File: src/common/usbg_pkg.sv
/*
  package for the global configuration and reset block of a full-speed
  usb on-the-go controller: register map, fields, reset values, timing.
  assumes an apb slave on pclk at 250 MHz and a sampled phy clock.
*/
// Operation
// force device bit makes controller a device regardless of connector id.
// force host bit makes controller a host regardless of connector id.
// software waits at least 25 ms after setting a forced role.
// four-bit turnaround field in phy clocks, resets to 5; 5 or 9 typical.
// recommended turnaround values assume bus clock of 30 MHz or more.
// calibration field adds its phy clocks, quarter bit each, to timeout.
// base full-speed inter-packet timeout lies in 16 to 18 bit times.
// corrupt transmit packet bit is debug only; software never sets it.
// read-only bus master idle bit, resets to 1, shows master idle.
// five-bit select picks one transmit fifo, or all with code 10000.
// software keeps fifo select unchanged while transmit flush pends.
// transmit flush bit flushes selection, self-clears within 8 slow clocks.
// software checks fifo unused before transmit flush, waits for clear.
// receive flush bit empties receive fifo, self-clears within 8 clocks.
// frame counter reset bit zeroes frame number, self-clears shortly.
// protocol engine reset bit idles engine machines, self-clears when done.
// controller reset clears registers, flags, machines and all fifos.
// usb transactions stop at once; bus master stops after current beat.
// controller reset settable anytime, clears after state-dependent delay.
// after reset clears, software waits 3 phy clocks and master idle.
// fifo status flags are read-only, cleared by fifo access.
// software clears interrupt status before enabling interrupts.
// writing 0 to self-clearing bits does nothing, cancels nothing.
package usbg_pkg;

  localparam logic [11:0] OFS_USB_CONFIG   = 12'h00C;
  localparam logic [11:0] OFS_RESET_CTRL   = 12'h010;
  localparam logic [11:0] OFS_FIFO_STATUS  = 12'h014;

  // usb_config_global fields
  localparam int CFG_CORRUPT_TX   = 31;
  localparam int CFG_FORCE_DEV    = 30;
  localparam int CFG_FORCE_HOST   = 29;
  localparam int CFG_TRDT_LSB     = 10;
  localparam int CFG_TRDT_MSB     = 13;
  localparam int CFG_TOUT_LSB     = 0;
  localparam int CFG_TOUT_MSB     = 2;
  localparam int CFG_RSVD_LSB     = 3;
  localparam int CFG_RSVD_MSB     = 9;
  localparam logic [3:0] TRDT_RESET = 4'h5;
  localparam logic [6:0] CFG_RSVD_RESET = 7'h08;

  // core_reset_control fields
  localparam int RST_MASTER_IDLE  = 31;
  localparam int RST_SEL_LSB      = 6;
  localparam int RST_SEL_MSB      = 10;
  localparam int RST_TX_FLUSH     = 5;
  localparam int RST_RX_FLUSH     = 4;
  localparam int RST_FRAME_CNT    = 2;
  localparam int RST_PE_RESET     = 1;
  localparam int RST_CTRL_RESET   = 0;
  localparam logic [4:0] SEL_ALL_FIFOS = 5'h10;

  // fifo status flags
  localparam int FST_TX_EMPTY     = 0;
  localparam int FST_RX_AVAIL     = 1;

  // timing, counted in sampled phy clock edges (phy clock is the slower); timeout base in bit times
  localparam logic [3:0] FLUSH_CLKS     = 4'h8;
  localparam logic [3:0] FRAME_CLR_CLKS = 4'h3;
  localparam logic [3:0] PE_RESET_CLKS  = 4'h4;
  localparam logic [3:0] CORE_RST_CLKS  = 4'h6;
  localparam logic [6:0] BASE_TOUT_BITS = 7'h10;
  localparam logic [2:0] PHY_PER_BIT    = 3'h4;

  typedef struct packed {
    logic       tx_flush;
    logic [4:0] tx_select;
    logic       rx_flush;
  } usbg_flush_t;

  typedef enum logic [1:0] {
    CR_IDLE,
    CR_DRAIN,
    CR_HOLD
  } usbg_core_rst_t;

endpackage : usbg_pkg

File: src/usbg_sync.sv
/*
  two flip-flop synchroniser with rising edge detect on the synced level.
  assumes inputs asynchronous to clk; reset asynchronous, active low.
*/
`timescale 1ns/10ps
module usbg_sync #(
  parameter int WIDTH = 2
) (
  input  wire logic             clk,
  input  wire logic             rst_n,
  input  wire logic [WIDTH-1:0] async_in,
  output logic      [WIDTH-1:0] sync_out,
  output logic      [WIDTH-1:0] rise_out
);

  logic [WIDTH-1:0] meta_q;
  logic [WIDTH-1:0] sync_q;
  logic [WIDTH-1:0] prev_q;

  always_ff @(posedge clk or negedge rst_n) begin
    if (!rst_n) begin
      meta_q <= '0;
      sync_q <= '0;
      prev_q <= '0;
    end else begin
      meta_q <= async_in;
      sync_q <= meta_q;
      prev_q <= sync_q;
    end
  end

  assign sync_out = sync_q;
  assign rise_out = sync_q & ~prev_q;

endmodule : usbg_sync

File: src/usbg_global_ctrl.sv
/*
  global configuration and reset/flush control of the usb controller,
  reached over apb. assumes phy_clk and conn_id arrive asynchronously and
  are sampled on pclk; fifo and engine logic obey the request levels.
*/
// The placing of the registers and the APB slave port are this design's own decisions.
`timescale 1ns/10ps
module usbg_global_ctrl
  import usbg_pkg::*;
(
  input  wire logic        pclk,
  input  wire logic        presetn,
  input  wire logic        psel,
  input  wire logic        penable,
  input  wire logic        pwrite,
  input  wire logic [11:0] paddr,
  input  wire logic [31:0] pwdata,
  output logic      [31:0] prdata,
  output logic             pready,
  output logic             pslverr,
  input  wire logic        phy_clk,
  input  wire logic        conn_id,
  input  wire logic        bus_master_idle,
  input  wire logic        tx_fifo_empty_evt,
  input  wire logic        rx_fifo_avail_evt,
  input  wire logic        tx_fifo_access,
  input  wire logic        rx_fifo_access,
  output logic             host_role,
  output logic             corrupt_tx,
  output logic [3:0]       turnaround_clocks,
  output logic [6:0]       timeout_phy_clocks,
  output usbg_flush_t      flush_req,
  output logic             frame_counter_reset,
  output logic             protocol_engine_soft_reset,
  output logic             controller_soft_reset,
  output logic             usb_abort,
  output logic             bus_master_stop
);

  ////////////////////////////////////////////////////////////////////////
  // address decode
  function automatic logic mapped(input logic [11:0] a);
    mapped = (a == OFS_USB_CONFIG) || (a == OFS_RESET_CTRL) ||
             (a == OFS_FIFO_STATUS);
  endfunction : mapped

  logic        ready_q;
  logic        access;
  logic        wr_en;
  logic        wr_cfg;
  logic        wr_rst;
  logic [31:0] prdata_q;
  logic        pslverr_q;

  assign access = psel & penable;
  assign wr_en  = access & ready_q & pwrite & mapped(paddr);
  assign wr_cfg = wr_en & (paddr == OFS_USB_CONFIG);
  assign wr_rst = wr_en & (paddr == OFS_RESET_CTRL);

  ////////////////////////////////////////////////////////////////////////
  // phy clock and connector id sampling
  logic [1:0] sync_lvl;
  logic [1:0] sync_rise;
  logic       phy_edge;
  logic       id_b_device;

  usbg_sync #(
    .WIDTH    (2)
  ) u_sync (
    .clk      (pclk),
    .rst_n    (presetn),
    .async_in ({conn_id, phy_clk}),
    .sync_out (sync_lvl),
    .rise_out (sync_rise)
  );

  assign phy_edge    = sync_rise[0];
  assign id_b_device = sync_lvl[1];

  ////////////////////////////////////////////////////////////////////////
  // controller soft reset sequencer
  usbg_core_rst_t cr_state_q;
  logic [3:0]     cr_cnt_q;
  logic           core_clear;

  always_ff @(posedge pclk or negedge presetn) begin
    if (!presetn) begin
      cr_state_q <= CR_IDLE;
      cr_cnt_q   <= '0;
    end else begin
      case (cr_state_q)
        CR_IDLE: begin
          if (wr_rst && pwdata[RST_CTRL_RESET]) begin // see R19
            cr_state_q <= CR_DRAIN;
          end
        end
        CR_DRAIN: begin
          if (bus_master_idle) begin
            cr_state_q <= CR_HOLD;
            cr_cnt_q   <= CORE_RST_CLKS;
          end
        end
        CR_HOLD: begin
          if (phy_edge) begin
            if (cr_cnt_q == 4'h1) begin
              cr_state_q <= CR_IDLE;
            end
            cr_cnt_q <= cr_cnt_q - 4'h1;
          end
        end
        default: begin
          cr_state_q <= CR_IDLE;
        end
      endcase
    end
  end

  // one-cycle wipe of registers and flags when the reset completes
  assign core_clear = (cr_state_q == CR_HOLD) && phy_edge &&
                      (cr_cnt_q == 4'h1);

  assign controller_soft_reset = (cr_state_q != CR_IDLE);
  assign usb_abort             = (cr_state_q != CR_IDLE);
  assign bus_master_stop       = (cr_state_q == CR_DRAIN);

  ////////////////////////////////////////////////////////////////////////
  // usb_config_global
  logic       corrupt_q;
  logic       force_dev_q;
  logic       force_host_q;
  logic [3:0] trdt_q;
  logic [2:0] tout_q;

  always_ff @(posedge pclk or negedge presetn) begin
    if (!presetn) begin
      corrupt_q    <= 1'b0;
      force_dev_q  <= 1'b0;
      force_host_q <= 1'b0;
      trdt_q       <= TRDT_RESET;
      tout_q       <= '0;
    end else if (core_clear) begin
      corrupt_q    <= 1'b0;
      force_dev_q  <= 1'b0;
      force_host_q <= 1'b0;
      trdt_q       <= TRDT_RESET;
      tout_q       <= '0;
    end else if (wr_cfg) begin
      corrupt_q    <= pwdata[CFG_CORRUPT_TX];
      force_dev_q  <= pwdata[CFG_FORCE_DEV];
      force_host_q <= pwdata[CFG_FORCE_HOST];
      trdt_q       <= pwdata[CFG_TRDT_MSB:CFG_TRDT_LSB]; // see R4
      tout_q       <= pwdata[CFG_TOUT_MSB:CFG_TOUT_LSB];
    end
  end

  // id low means a-device, which takes the host role
  always_comb begin
    if (force_dev_q) begin
      host_role = 1'b0;
    end else if (force_host_q) begin
      host_role = 1'b1;
    end else begin
      host_role = ~id_b_device;
    end
  end

  assign corrupt_tx        = corrupt_q;
  assign turnaround_clocks = trdt_q;
  // base of 16 bit times, four phy clocks each, plus calibration
  assign timeout_phy_clocks = 7'(BASE_TOUT_BITS * PHY_PER_BIT)
                              + 7'(tout_q);

  ////////////////////////////////////////////////////////////////////////
  // transmit / receive flush
  logic       tx_flush_q;
  logic       rx_flush_q;
  logic [4:0] tx_sel_q;
  logic [3:0] tx_cnt_q;
  logic [3:0] rx_cnt_q;

  always_ff @(posedge pclk or negedge presetn) begin
    if (!presetn) begin
      tx_sel_q <= '0;
    end else if (core_clear) begin
      tx_sel_q <= '0;
    end else if (wr_rst) begin
      tx_sel_q <= pwdata[RST_SEL_MSB:RST_SEL_LSB]; // see R10
    end
  end

  always_ff @(posedge pclk or negedge presetn) begin
    if (!presetn) begin
      tx_flush_q <= 1'b0;
      tx_cnt_q   <= '0;
    end else if (!tx_flush_q) begin
      if (wr_rst && pwdata[RST_TX_FLUSH]) begin // see R12 see R13
        tx_flush_q <= 1'b1;
        tx_cnt_q   <= FLUSH_CLKS;
      end
    end else if (phy_edge) begin
      if (tx_cnt_q == 4'h1) begin
        tx_flush_q <= 1'b0;
      end
      tx_cnt_q <= tx_cnt_q - 4'h1;
    end
  end

  always_ff @(posedge pclk or negedge presetn) begin
    if (!presetn) begin
      rx_flush_q <= 1'b0;
      rx_cnt_q   <= '0;
    end else if (!rx_flush_q) begin
      if (wr_rst && pwdata[RST_RX_FLUSH]) begin // see R14
        rx_flush_q <= 1'b1;
        rx_cnt_q   <= FLUSH_CLKS;
      end
    end else if (phy_edge) begin
      if (rx_cnt_q == 4'h1) begin
        rx_flush_q <= 1'b0;
      end
      rx_cnt_q <= rx_cnt_q - 4'h1;
    end
  end

  // soft reset empties every fifo as well
  always_comb begin
    flush_req.tx_flush  = tx_flush_q | controller_soft_reset;
    flush_req.tx_select = controller_soft_reset ? SEL_ALL_FIFOS : tx_sel_q;
    flush_req.rx_flush  = rx_flush_q | controller_soft_reset;
  end

  ////////////////////////////////////////////////////////////////////////
  // frame counter and protocol engine resets
  logic       frame_q;
  logic [3:0] frame_cnt_q;
  logic       pe_q;
  logic [3:0] pe_cnt_q;

  always_ff @(posedge pclk or negedge presetn) begin
    if (!presetn) begin
      frame_q     <= 1'b0;
      frame_cnt_q <= '0;
    end else if (!frame_q) begin
      if (wr_rst && pwdata[RST_FRAME_CNT]) begin // see R15
        frame_q     <= 1'b1;
        frame_cnt_q <= FRAME_CLR_CLKS;
      end
    end else if (phy_edge) begin
      if (frame_cnt_q == 4'h1) begin
        frame_q <= 1'b0;
      end
      frame_cnt_q <= frame_cnt_q - 4'h1;
    end
  end

  always_ff @(posedge pclk or negedge presetn) begin
    if (!presetn) begin
      pe_q     <= 1'b0;
      pe_cnt_q <= '0;
    end else if (!pe_q) begin
      if (wr_rst && pwdata[RST_PE_RESET]) begin // see R16
        pe_q     <= 1'b1;
        pe_cnt_q <= PE_RESET_CLKS;
      end
    end else if (phy_edge) begin
      if (pe_cnt_q == 4'h1) begin
        pe_q <= 1'b0;
      end
      pe_cnt_q <= pe_cnt_q - 4'h1;
    end
  end

  assign frame_counter_reset        = frame_q | controller_soft_reset;
  assign protocol_engine_soft_reset = pe_q | controller_soft_reset;

  ////////////////////////////////////////////////////////////////////////
  // fifo status flags, set wins over clear
  logic tx_empty_q;
  logic rx_avail_q;

  always_ff @(posedge pclk or negedge presetn) begin
    if (!presetn) begin
      tx_empty_q <= 1'b0;
    end else if (tx_fifo_empty_evt) begin
      tx_empty_q <= 1'b1;
    end else if (tx_fifo_access || core_clear) begin // see R21
      tx_empty_q <= 1'b0;
    end
  end

  always_ff @(posedge pclk or negedge presetn) begin
    if (!presetn) begin
      rx_avail_q <= 1'b0;
    end else if (rx_fifo_avail_evt) begin
      rx_avail_q <= 1'b1;
    end else if (rx_fifo_access || core_clear) begin // see R21
      rx_avail_q <= 1'b0;
    end
  end

  ////////////////////////////////////////////////////////////////////////
  // read data and apb answer
  logic [31:0] rd_word;

  always_comb begin
    rd_word = '0;
    case (paddr)
      OFS_USB_CONFIG: begin
        rd_word[CFG_CORRUPT_TX]            = corrupt_q;
        rd_word[CFG_FORCE_DEV]             = force_dev_q;
        rd_word[CFG_FORCE_HOST]            = force_host_q;
        rd_word[CFG_TRDT_MSB:CFG_TRDT_LSB] = trdt_q;
        rd_word[CFG_RSVD_MSB:CFG_RSVD_LSB] = CFG_RSVD_RESET;
        rd_word[CFG_TOUT_MSB:CFG_TOUT_LSB] = tout_q;
      end
      OFS_RESET_CTRL: begin
        rd_word[RST_MASTER_IDLE]         = bus_master_idle;
        rd_word[RST_SEL_MSB:RST_SEL_LSB] = tx_sel_q;
        rd_word[RST_TX_FLUSH]            = tx_flush_q;
        rd_word[RST_RX_FLUSH]            = rx_flush_q;
        rd_word[RST_FRAME_CNT]           = frame_q;
        rd_word[RST_PE_RESET]            = pe_q;
        rd_word[RST_CTRL_RESET]          = controller_soft_reset;
      end
      OFS_FIFO_STATUS: begin
        rd_word[FST_TX_EMPTY] = tx_empty_q;
        rd_word[FST_RX_AVAIL] = rx_avail_q;
      end
      default: begin
        rd_word = '0;
      end
    endcase
  end

  always_ff @(posedge pclk or negedge presetn) begin
    if (!presetn) begin
      ready_q   <= 1'b0;
      prdata_q  <= '0;
      pslverr_q <= 1'b0;
    end else begin
      ready_q <= access & ~ready_q;
      if (access && !ready_q) begin
        prdata_q  <= pwrite ? 32'h0000_0000 : rd_word;
        pslverr_q <= ~mapped(paddr);
      end
    end
  end

  assign pready  = ready_q;
  assign prdata  = prdata_q;
  assign pslverr = pslverr_q & ready_q;

endmodule : usbg_global_ctrl

File: config.mk
export PLATFORM = sky130hd
export DESIGN_NAME = usbg_global_ctrl
export DESIGN_NICKNAME = d
export VERILOG_FILES = /design/src/common/usbg_pkg.sv /design/src/usbg_sync.sv /design/src/usbg_global_ctrl.sv
export SDC_FILE = /design/constraint.sdc
export NUM_CORES = 1
export LEC_CHECK = 0
export BUFFER_PORTS_ARGS = -buffer_cell sky130_fd_sc_hd__buf_2
export CORE_ASPECT_RATIO = 0.75
export CORE_MARGIN = 5
export CORE_UTILIZATION = 50
export DETAILED_ROUTE_END_ITERATION = 6
export GPL_ROUTABILITY_DRIVEN = 0
export HOLD_SLACK_MARGIN = 0.05
export PLACE_DENSITY = 0.8
export SLEW_MARGIN = 10
export SYNTH_ARGS = -nofsm -noshare
export SYNTH_HDL_FRONTEND = slang
export SYNTH_SLANG_ARGS = --single-unit
File: constraint.sdc
create_clock -name pclk -period 2.25 [get_ports pclk]
set_clock_uncertainty 0.1 [all_clocks]
set_input_delay 0.1125 -clock pclk [delete_from_list [all_inputs] [get_ports pclk]]
set_output_delay 0.1125 -clock pclk [all_outputs]
set_load 0.01 [all_outputs]
==> results of run 1 <==
==> per-layer routing <==
| metal | wire length (microns) | share of wire [%] | GRT usage (%) |
|---|---|---|---|
| met2 | 4240 | 48 | 34.1 |
| met5 | 0 | 0 | 0 |
| met3 | 774 | 8.7 | 6.51 |
| met1 | 3730 | 42 | 28.6 |
| met4 | 144 | 1.6 | 5.62 |
==> final cells by class <==
class / instances / area [sq um]
inverters: 22 / 82.6
well taps: 84 / 105
fillers: 516 / 2440
clock inverters: 7 / 93.8
multi-input cells: 232 / 1490
clock buffers: 9 / 124
repair buffers: 113 / 718
flip-flops and latches: 66 / 1650
==> sequential cells by signal, summed over array words and instances (netlist names), 2 cells and up <==
register,count
pe_cnt_q,4
u_sync.sync_out,2
tx_sel_q,5
tout_q,3
cr_state_q,2
tx_cnt_q,4
rx_cnt_q,4
cr_cnt_q,4
u_sync.meta_q,2
frame_cnt_q,4
prdata,16
turnaround_clocks,4
==> worst reg2reg max path, cell delays in order, from the launching register on <==
cell	delay (ns)
dfrtp_1	0.55
nor2_1	0.45
nand2_1	0.12
o32ai_1	0.12
dlygate4sd3_1	0.58
==> worst min path at each step <==
stage / start / to / slack (ns) / cells past startpoint
6_report: presetn / prdata[8] / 0.07 / 2
4_1_cts: presetn / prdata[8] / 0.06 / 2
2_1_floorplan: presetn / corrupt_tx / -0.28 / 0
3_3_place_gp: presetn / prdata[9] / -0.1 / 1
5_1_grt: presetn / prdata[9] / 0.09 / 2
3_5_place_dp: presetn / prdata[9] / -0.1 / 1
==> power by group through the flow <==
stage / Sequential (W) / Clock (W) / Combinational, W
6_report: 0.00141 / 0.00110 / 0.000471
2_1_floorplan: 0.00137 / 0 / 0.000347
4_1_cts: 0.00141 / 0.00112 / 0.000475
3_5_place_dp: 0.00144 / 0 / 0.000437
3_3_place_gp: 0.00142 / 0 / 0.000404
5_1_grt: 0.00144 / 0.00117 / 0.000537
==> cell families after synthesis <==
group                    Yosys count  synth area share, %
AO/OA/AOI/OAI                     75                 15.3
multiplexers                      13                 3.85
AND/OR/NAND/NOR                  110                 17.9
other                              2                0.222
XOR/XNOR                           4                 1.04
flip-flops                        66                 49.0
adder cells (fa/ha/maj)           10                 3.70
buffers and inverters             58                 9.04
==> stage by stage <==
step                utilization, %  hold WS [ns]  instances  cell area, sq um  worst slack (ns)
floorplan                        -        -0.283        356              3450             0.514
global placement              56.5       -0.0998        491              3790             0.221
detailed placement            56.5       -0.0958        491              3790             0.187
CTS                           63.6        0.0641        533              4260             0.184
global route                  63.6        0.0854        533              4260            0.0560
finish                        63.6        0.0723        533              4260             0.109
==> layout by cell type, fill, tap and decap left out, drive strengths merged, types with 3 or more instances in the layout <==
master,count
buf,87
dfrtp,64
nand2,29
dlygate4sd3,26
nor2,25
inv,22
a21oi,20
conb,20
mux2i,13
a22o,11
o21ai,10
ha,10
clkbuf,9
nor3,7
and2,6
or3,6
nor4,6
a22oi,5
nor2b,5
nand4,4
a21o,4
o31ai,4
a211oi,4
and4,3
o211ai,3
nand3,3
or4,3
clkinv,3
==> repair_timing <==
| item | 4_1_cts | 5_1_grt |
|---|---|---|
| hold endpoints to repair | 94 | 0 |
| setup buffers | 0 | 0 |
| gates resized for setup | 0 | 0 |
| hold buffers | 26 | 0 |
==> metrics.yaml, run 1 <==
worst_setup_path:
  startpoint: "paddr[5]"
  critical_path_buf_inv_count: 4
  critPathSlowestCell: "dlygate4sd3_1"
  endpoint_kind: "flop"
  crit_path_start_kind: "input pin"
  critPathMaxFanout: 13
  crit_path_end: "cr_state_q[0]"
  critical_path_class: "in -> reg"
  rr_startpoint: "cr_state_q[1]"
  r2r_cells: 4
  worstPathRequired_ns: 2.43
  arrival_ns: 2.32
  r2r-end: "cr_state_q[0]"
  cpMostUsedCell: "dlygate4sd3_1"
  cp_slowest_stage_delay_ns: 0.58
  reg2reg_setup_slack_ns: 0.26
  critical_path_depth: 7
  cp_cell_sequence: "dlygate4sd3_1 -> buf_2 -> nor4b_2 -> nand4_1 -> buf_4 -> o32ai_1 -> dlygate4sd3_1"
  critPathTopFamily: "buffers and inverters"
drt:
  ant_nets: 0
  wl_mm: 8.90
  vias: 2964
  vias_per_cell: 5.56
  wl_per_cell_microns: 16.7
  drcViolationCount: 0
  first_iter_violations: 181
  dr.pass1.iters: 6
synthesis:
  synth_ff_type: "dfrtp_1"
  yosys.area.top_type_share_pct: 47.4
  synthTopCellsByCount: "dfrtp_1, nand2_1, nor2_1, inv_1, buf_4"
  async_flop_share_pct: 100
  yosysSeqAreaShare_pct: 49.0
  yosysTopAreaCell: "dfrtp_1"
  synth_cell_types: 51
  netlist_instances: 338
  ys_top_cells_by_area: "dfrtp_1, buf_4, mux2i_1"
  ys_warn_count: 0
  synth_area_sq_um: 3380
  synth_edf_count: 0
  synth_most_common_cell: "dfrtp_1"
  synth-seq-cells: 66
  synth_area_per_cell_sq_um: 9.99
layout:
  finalNetCount: 510
  diodes: 0
  syn_to_final_growth_pct: 26.2
  post_route_cells_drive_above_1_share_pct: 25.4
min_path:
  min-delay-path-class: "in -> async"
timing:
  fin_crit_sh_pct: 95.2
  fin_setup_tns_ns: 0
  rsz0062_at_grt: "false"
  max_freq_ghz: 0.467
  hold_viol_final: 0
  report.final.setup_viol: 0
  post-route-min-period_ns: 2.14
  drv_slew: 0
  slew_headroom_pct: 62.7
  tightest_slew_ns: 0.560
pwr:
  pwr-share-comb_pct: 15.8
  p_clk_share_pct: 36.8
  pwr-share-seq_pct: 47.4
  p_per_area_nw_per_um2: 700
  p_leak_nw: 2.16
  ir_drop_mv: 0.446
  power_w: 0.00299
  p_sw_w: 0.000861
  p_sw_share_pct: 28.8
  p_int_w: 0.00212
grt:
  grt_use_total_pct: 21.4
  antenna_found_initial: 0
  grt_max_degree: 35
  grt_pass1_vias: 2901
  grt_first_pass_wirelength_mm: 14.4
  grt.overflow.total: 0
placed_design:
  io_buffers: 78
  dp_hpwl_mm: 6.10
clock_tree:
  root_buffer: "clkbuf_8"
  clockBufferDepth: 2
  clkTransAtPathRegs_ns: 0.07
  clock_sinks: 66
  clock_latency_ns: 0.35
  ctsHtreeMaxLevel: 3
  cts-buffers-inserted: 9
  cts_tree: "yes"
floorplanning:
  io_pins: 115
  core-area_sq_um: 6700
  die_y_microns: 81.2
  rows: 26
  die_area_sq_um: 8520
  die_w_microns: 105
  start_util_pct: 50.4
job:
  cap_violations: 0
outcome:
  outcome: "finished clean"
No activity file was read; power rests on OpenSTA's default activity.
==> run 2, diff against run 1 <==
--- a/config.mk
+++ b/config.mk
@@ -10,8 +10,8 @@
 export CORE_MARGIN = 5
 export CORE_UTILIZATION = 50
 export DETAILED_ROUTE_END_ITERATION = 6
-export GPL_ROUTABILITY_DRIVEN = 0
 export HOLD_SLACK_MARGIN = 0.05
+export MAX_ROUTING_LAYER = met4
 export PLACE_DENSITY = 0.8
 export SLEW_MARGIN = 10
 export SYNTH_ARGS = -nofsm -noshare
==> run 2 against run 1 <==
  * Die area is the same
  * Final cell count is the same
  * Sequential share of layout area is the same
  * Largest cell class unchanged
==> metrics.yaml, run 2 (synthesis gave the netlist of run 1 again) <==
placed_design:
  gp_congestion: 0.831
  io_buffers: 78  # unchanged
  post_dp_cell_area_sq_um: 3790  # unchanged
  dp_hpwl_mm: 6.10  # unchanged
  place_ws_ns: 0.187  # unchanged
worst_setup_path:
  critPathTopFamily: "simple AND/OR/NAND/NOR gates"  # was buffers and inverters
  endpoint_kind: "flop"  # unchanged
  arrival_ns: 2.27  # was 2.32 ns
  worstPathRequired_ns: 2.36  # was 2.43 ns
  critPathMaxFanout: 13  # unchanged
  critical_path_class: "in -> reg"  # unchanged
  critical_path_buf_inv_count: 3  # was 4
  crit_path_start_kind: "input pin"  # unchanged
  reg2reg_setup_slack_ns: 0.24  # was 0.26 ns
  cp_slowest_stage_delay_ns: 0.55  # was 0.58 ns
  critPathSlowestCell: "dlygate4sd3_1"  # unchanged
  cp_cell_sequence: "dlygate4sd3_1 -> buf_2 -> nor4b_2 -> nand4_1 -> buf_4 -> nor3b_1 -> nor3_1"  # was dlygate4sd3_1 -> buf_2 -> nor4b_2 -> nand4_1 -> buf_4 -> o32ai_1 -> dlygate4sd3_1
floorplanning:
  start_util_pct: 50.4  # unchanged
  die_area_sq_um: 8520  # unchanged
  die_w_microns: 105  # unchanged
  rows: 26  # unchanged
  io_pins: 115  # unchanged
  core-area_sq_um: 6700  # unchanged
  die_y_microns: 81.2  # unchanged
layout:
  largest_reg_flops: 16  # unchanged
  final_common_cell: "buf_2"  # unchanged
  regArea_sq_um: 1650  # unchanged
  stdcell_area_sq_um: 4260  # unchanged
  multiInputGateArea_sq_um: 1490  # unchanged
  post_route_cells_drive_above_1_share_pct: 25.4  # unchanged
  nFillCells: 516  # unchanged
  diodes: 0  # unchanged
  final_cell_mix: "buf_2, dfrtp_1, nand2_1"  # unchanged
  syn_to_final_growth_pct: 26.2  # unchanged
  finalNetCount: 510  # unchanged
pwr:
  ir_drop_mv: 0.445  # was 0.446 mV
  p_int_w: 0.00212  # about the same
  p_leak_nw: 2.16  # unchanged
  pwr-share-seq_pct: 47.2  # was 47.4%
  p_per_area_nw_per_um2: 701  # was 700 nW/um^2
  p_sw_w: 0.000865  # was 0.000861 W
  pwr-share-comb_pct: 15.8  # about the same
  p_clk_share_pct: 36.9  # was 36.8%
  power_w: 0.00299  # about the same
  p_sw_share_pct: 28.9  # was 28.8%
clock_tree:
  clockBufferDepth: 2  # unchanged
  root_buffer: "clkbuf_8"  # unchanged
  ctsHtreeMaxLevel: 3  # unchanged
  cts_tree: "yes"  # unchanged
  cts-buffers-inserted: 9  # unchanged
  clock_latency_ns: 0.36  # was 0.35 ns
  clock_sinks: 66  # unchanged
  clkTransAtPathRegs_ns: 0.08  # was 0.07 ns
  post-cts-setup-buffers: 0  # unchanged
drt:
  dr.pass1.iters: 6  # unchanged
  drcViolationCount: 0  # unchanged
  vias: 2981  # was 2,964
  wl_per_cell_microns: 16.7  # about the same
  ant_nets: 0  # unchanged
  vias_per_cell: 5.59  # was 5.56
  first_iter_violations: 193  # was 181
  wl_mm: 8.89  # was 8.90 mm
timing:
  tightest_slew_ns: 0.585  # was 0.560 ns
  rsz0062_at_grt: "false"  # unchanged
  max_freq_ghz: 0.464  # was 0.467 GHz
  finalWorstSetupSlack_ns: 0.0947  # was 0.109 ns
  post-route-min-period_ns: 2.16  # was 2.14 ns
  drv_slew: 0  # unchanged
  fin_crit_sh_pct: 95.8  # was 95.2%
  hold_viol_final: 0  # unchanged
  fin_setup_tns_ns: 0  # unchanged
  slew_headroom_pct: 60.9  # was 62.7%
  report.final.setup_viol: 0  # unchanged
grt:
  antenna_found_initial: 0  # unchanged
  grt_pass1_vias: 2897  # was 2,901
  grt.overflow.total: 0  # unchanged
  grt_first_pass_wirelength_mm: 14.4  # about the same
  grt_use_total_pct: 21.9  # was 21.4%
  grt_max_degree: 35  # unchanged
outcome:
  outcome: "finished clean"  # unchanged
job:
  cap_violations: 0  # unchanged
min_path:
  min-delay-path-class: "in -> async"  # unchanged
-- run 2: cell counts in the layout (fill, tap and decap cells not counted) --
Identical to the previous run, type by type.
-- run 2: path summary, 6_finish.rpt --
kind / start / endpoint / depth (start not counted)
min in group pclk: paddr[10] / pslverr_q / 4
hold / removal: presetn / prdata[9] / 2
max in group asynchronous: presetn / turnaround_clocks[2] / 3
setup reg to reg: cr_state_q[1] / cr_state_q[0] / 4
setup / recovery: paddr[5] / pe_cnt_q[1] / 7
hold reg to reg: u_sync.meta_q[1] / u_sync.sync_out[1] / 0
-- run 2: stage by stage --
step | hold WS (ns) | instances | util [%]
floorplan | -0.283 | 356 | -
CTS | 0.0641 | 533 | 63.6
global placement | -0.0998 | 491 | 56.5
finish | 0.0695 | 533 | 63.6
global route | 0.0855 | 533 | 63.6
detailed placement | -0.0958 | 491 | 56.5
-- run 2: what timing repair did --
item | 4_1_cts | 5_1_grt
hold endpoints to repair | 94 | 0
hold buffers | 26 | 0
resized for setup | 0 | 0
-- run 2: area by class of cell --
type                    count  share of cell area [%]
inverters                  22                    1.94
flip-flops and latches     66                    38.8
well taps                  84                    2.46
repair buffers            113                    16.8
clock inverters             7                    2.20
clock buffers               9                    2.90
multi-input cells         232                    34.9
-- run 2: worst register-to-register path, delay by kind of cell (launching register included) --
family	cells	cell delay (ns)
AND/OR/NAND/NOR	2	0.58
buffers and inverters	1	0.58
flip-flops	1	0.56
AO/OA/AOI/OAI	1	0.12
-- run 2: routing by layer --
metal	share of wire, %	track usage [%]	vias up
li1	-	-	1379
met3	9.1	6.59	10
met4	1.1	6.00	0
met5	0	-	-
met2	48	34.0	145
met1	42	28.3	1447
-- run 2: power by group through the flow --
stage               logic, W  registers (W)  clock network [W]
floorplan           0.000347        0.00137                  0
global placement    0.000404        0.00142                  0
detailed placement  0.000437        0.00144                  0
CTS                 0.000475        0.00141            0.00112
global route        0.000537        0.00143            0.00117
finish              0.000473        0.00141            0.00110
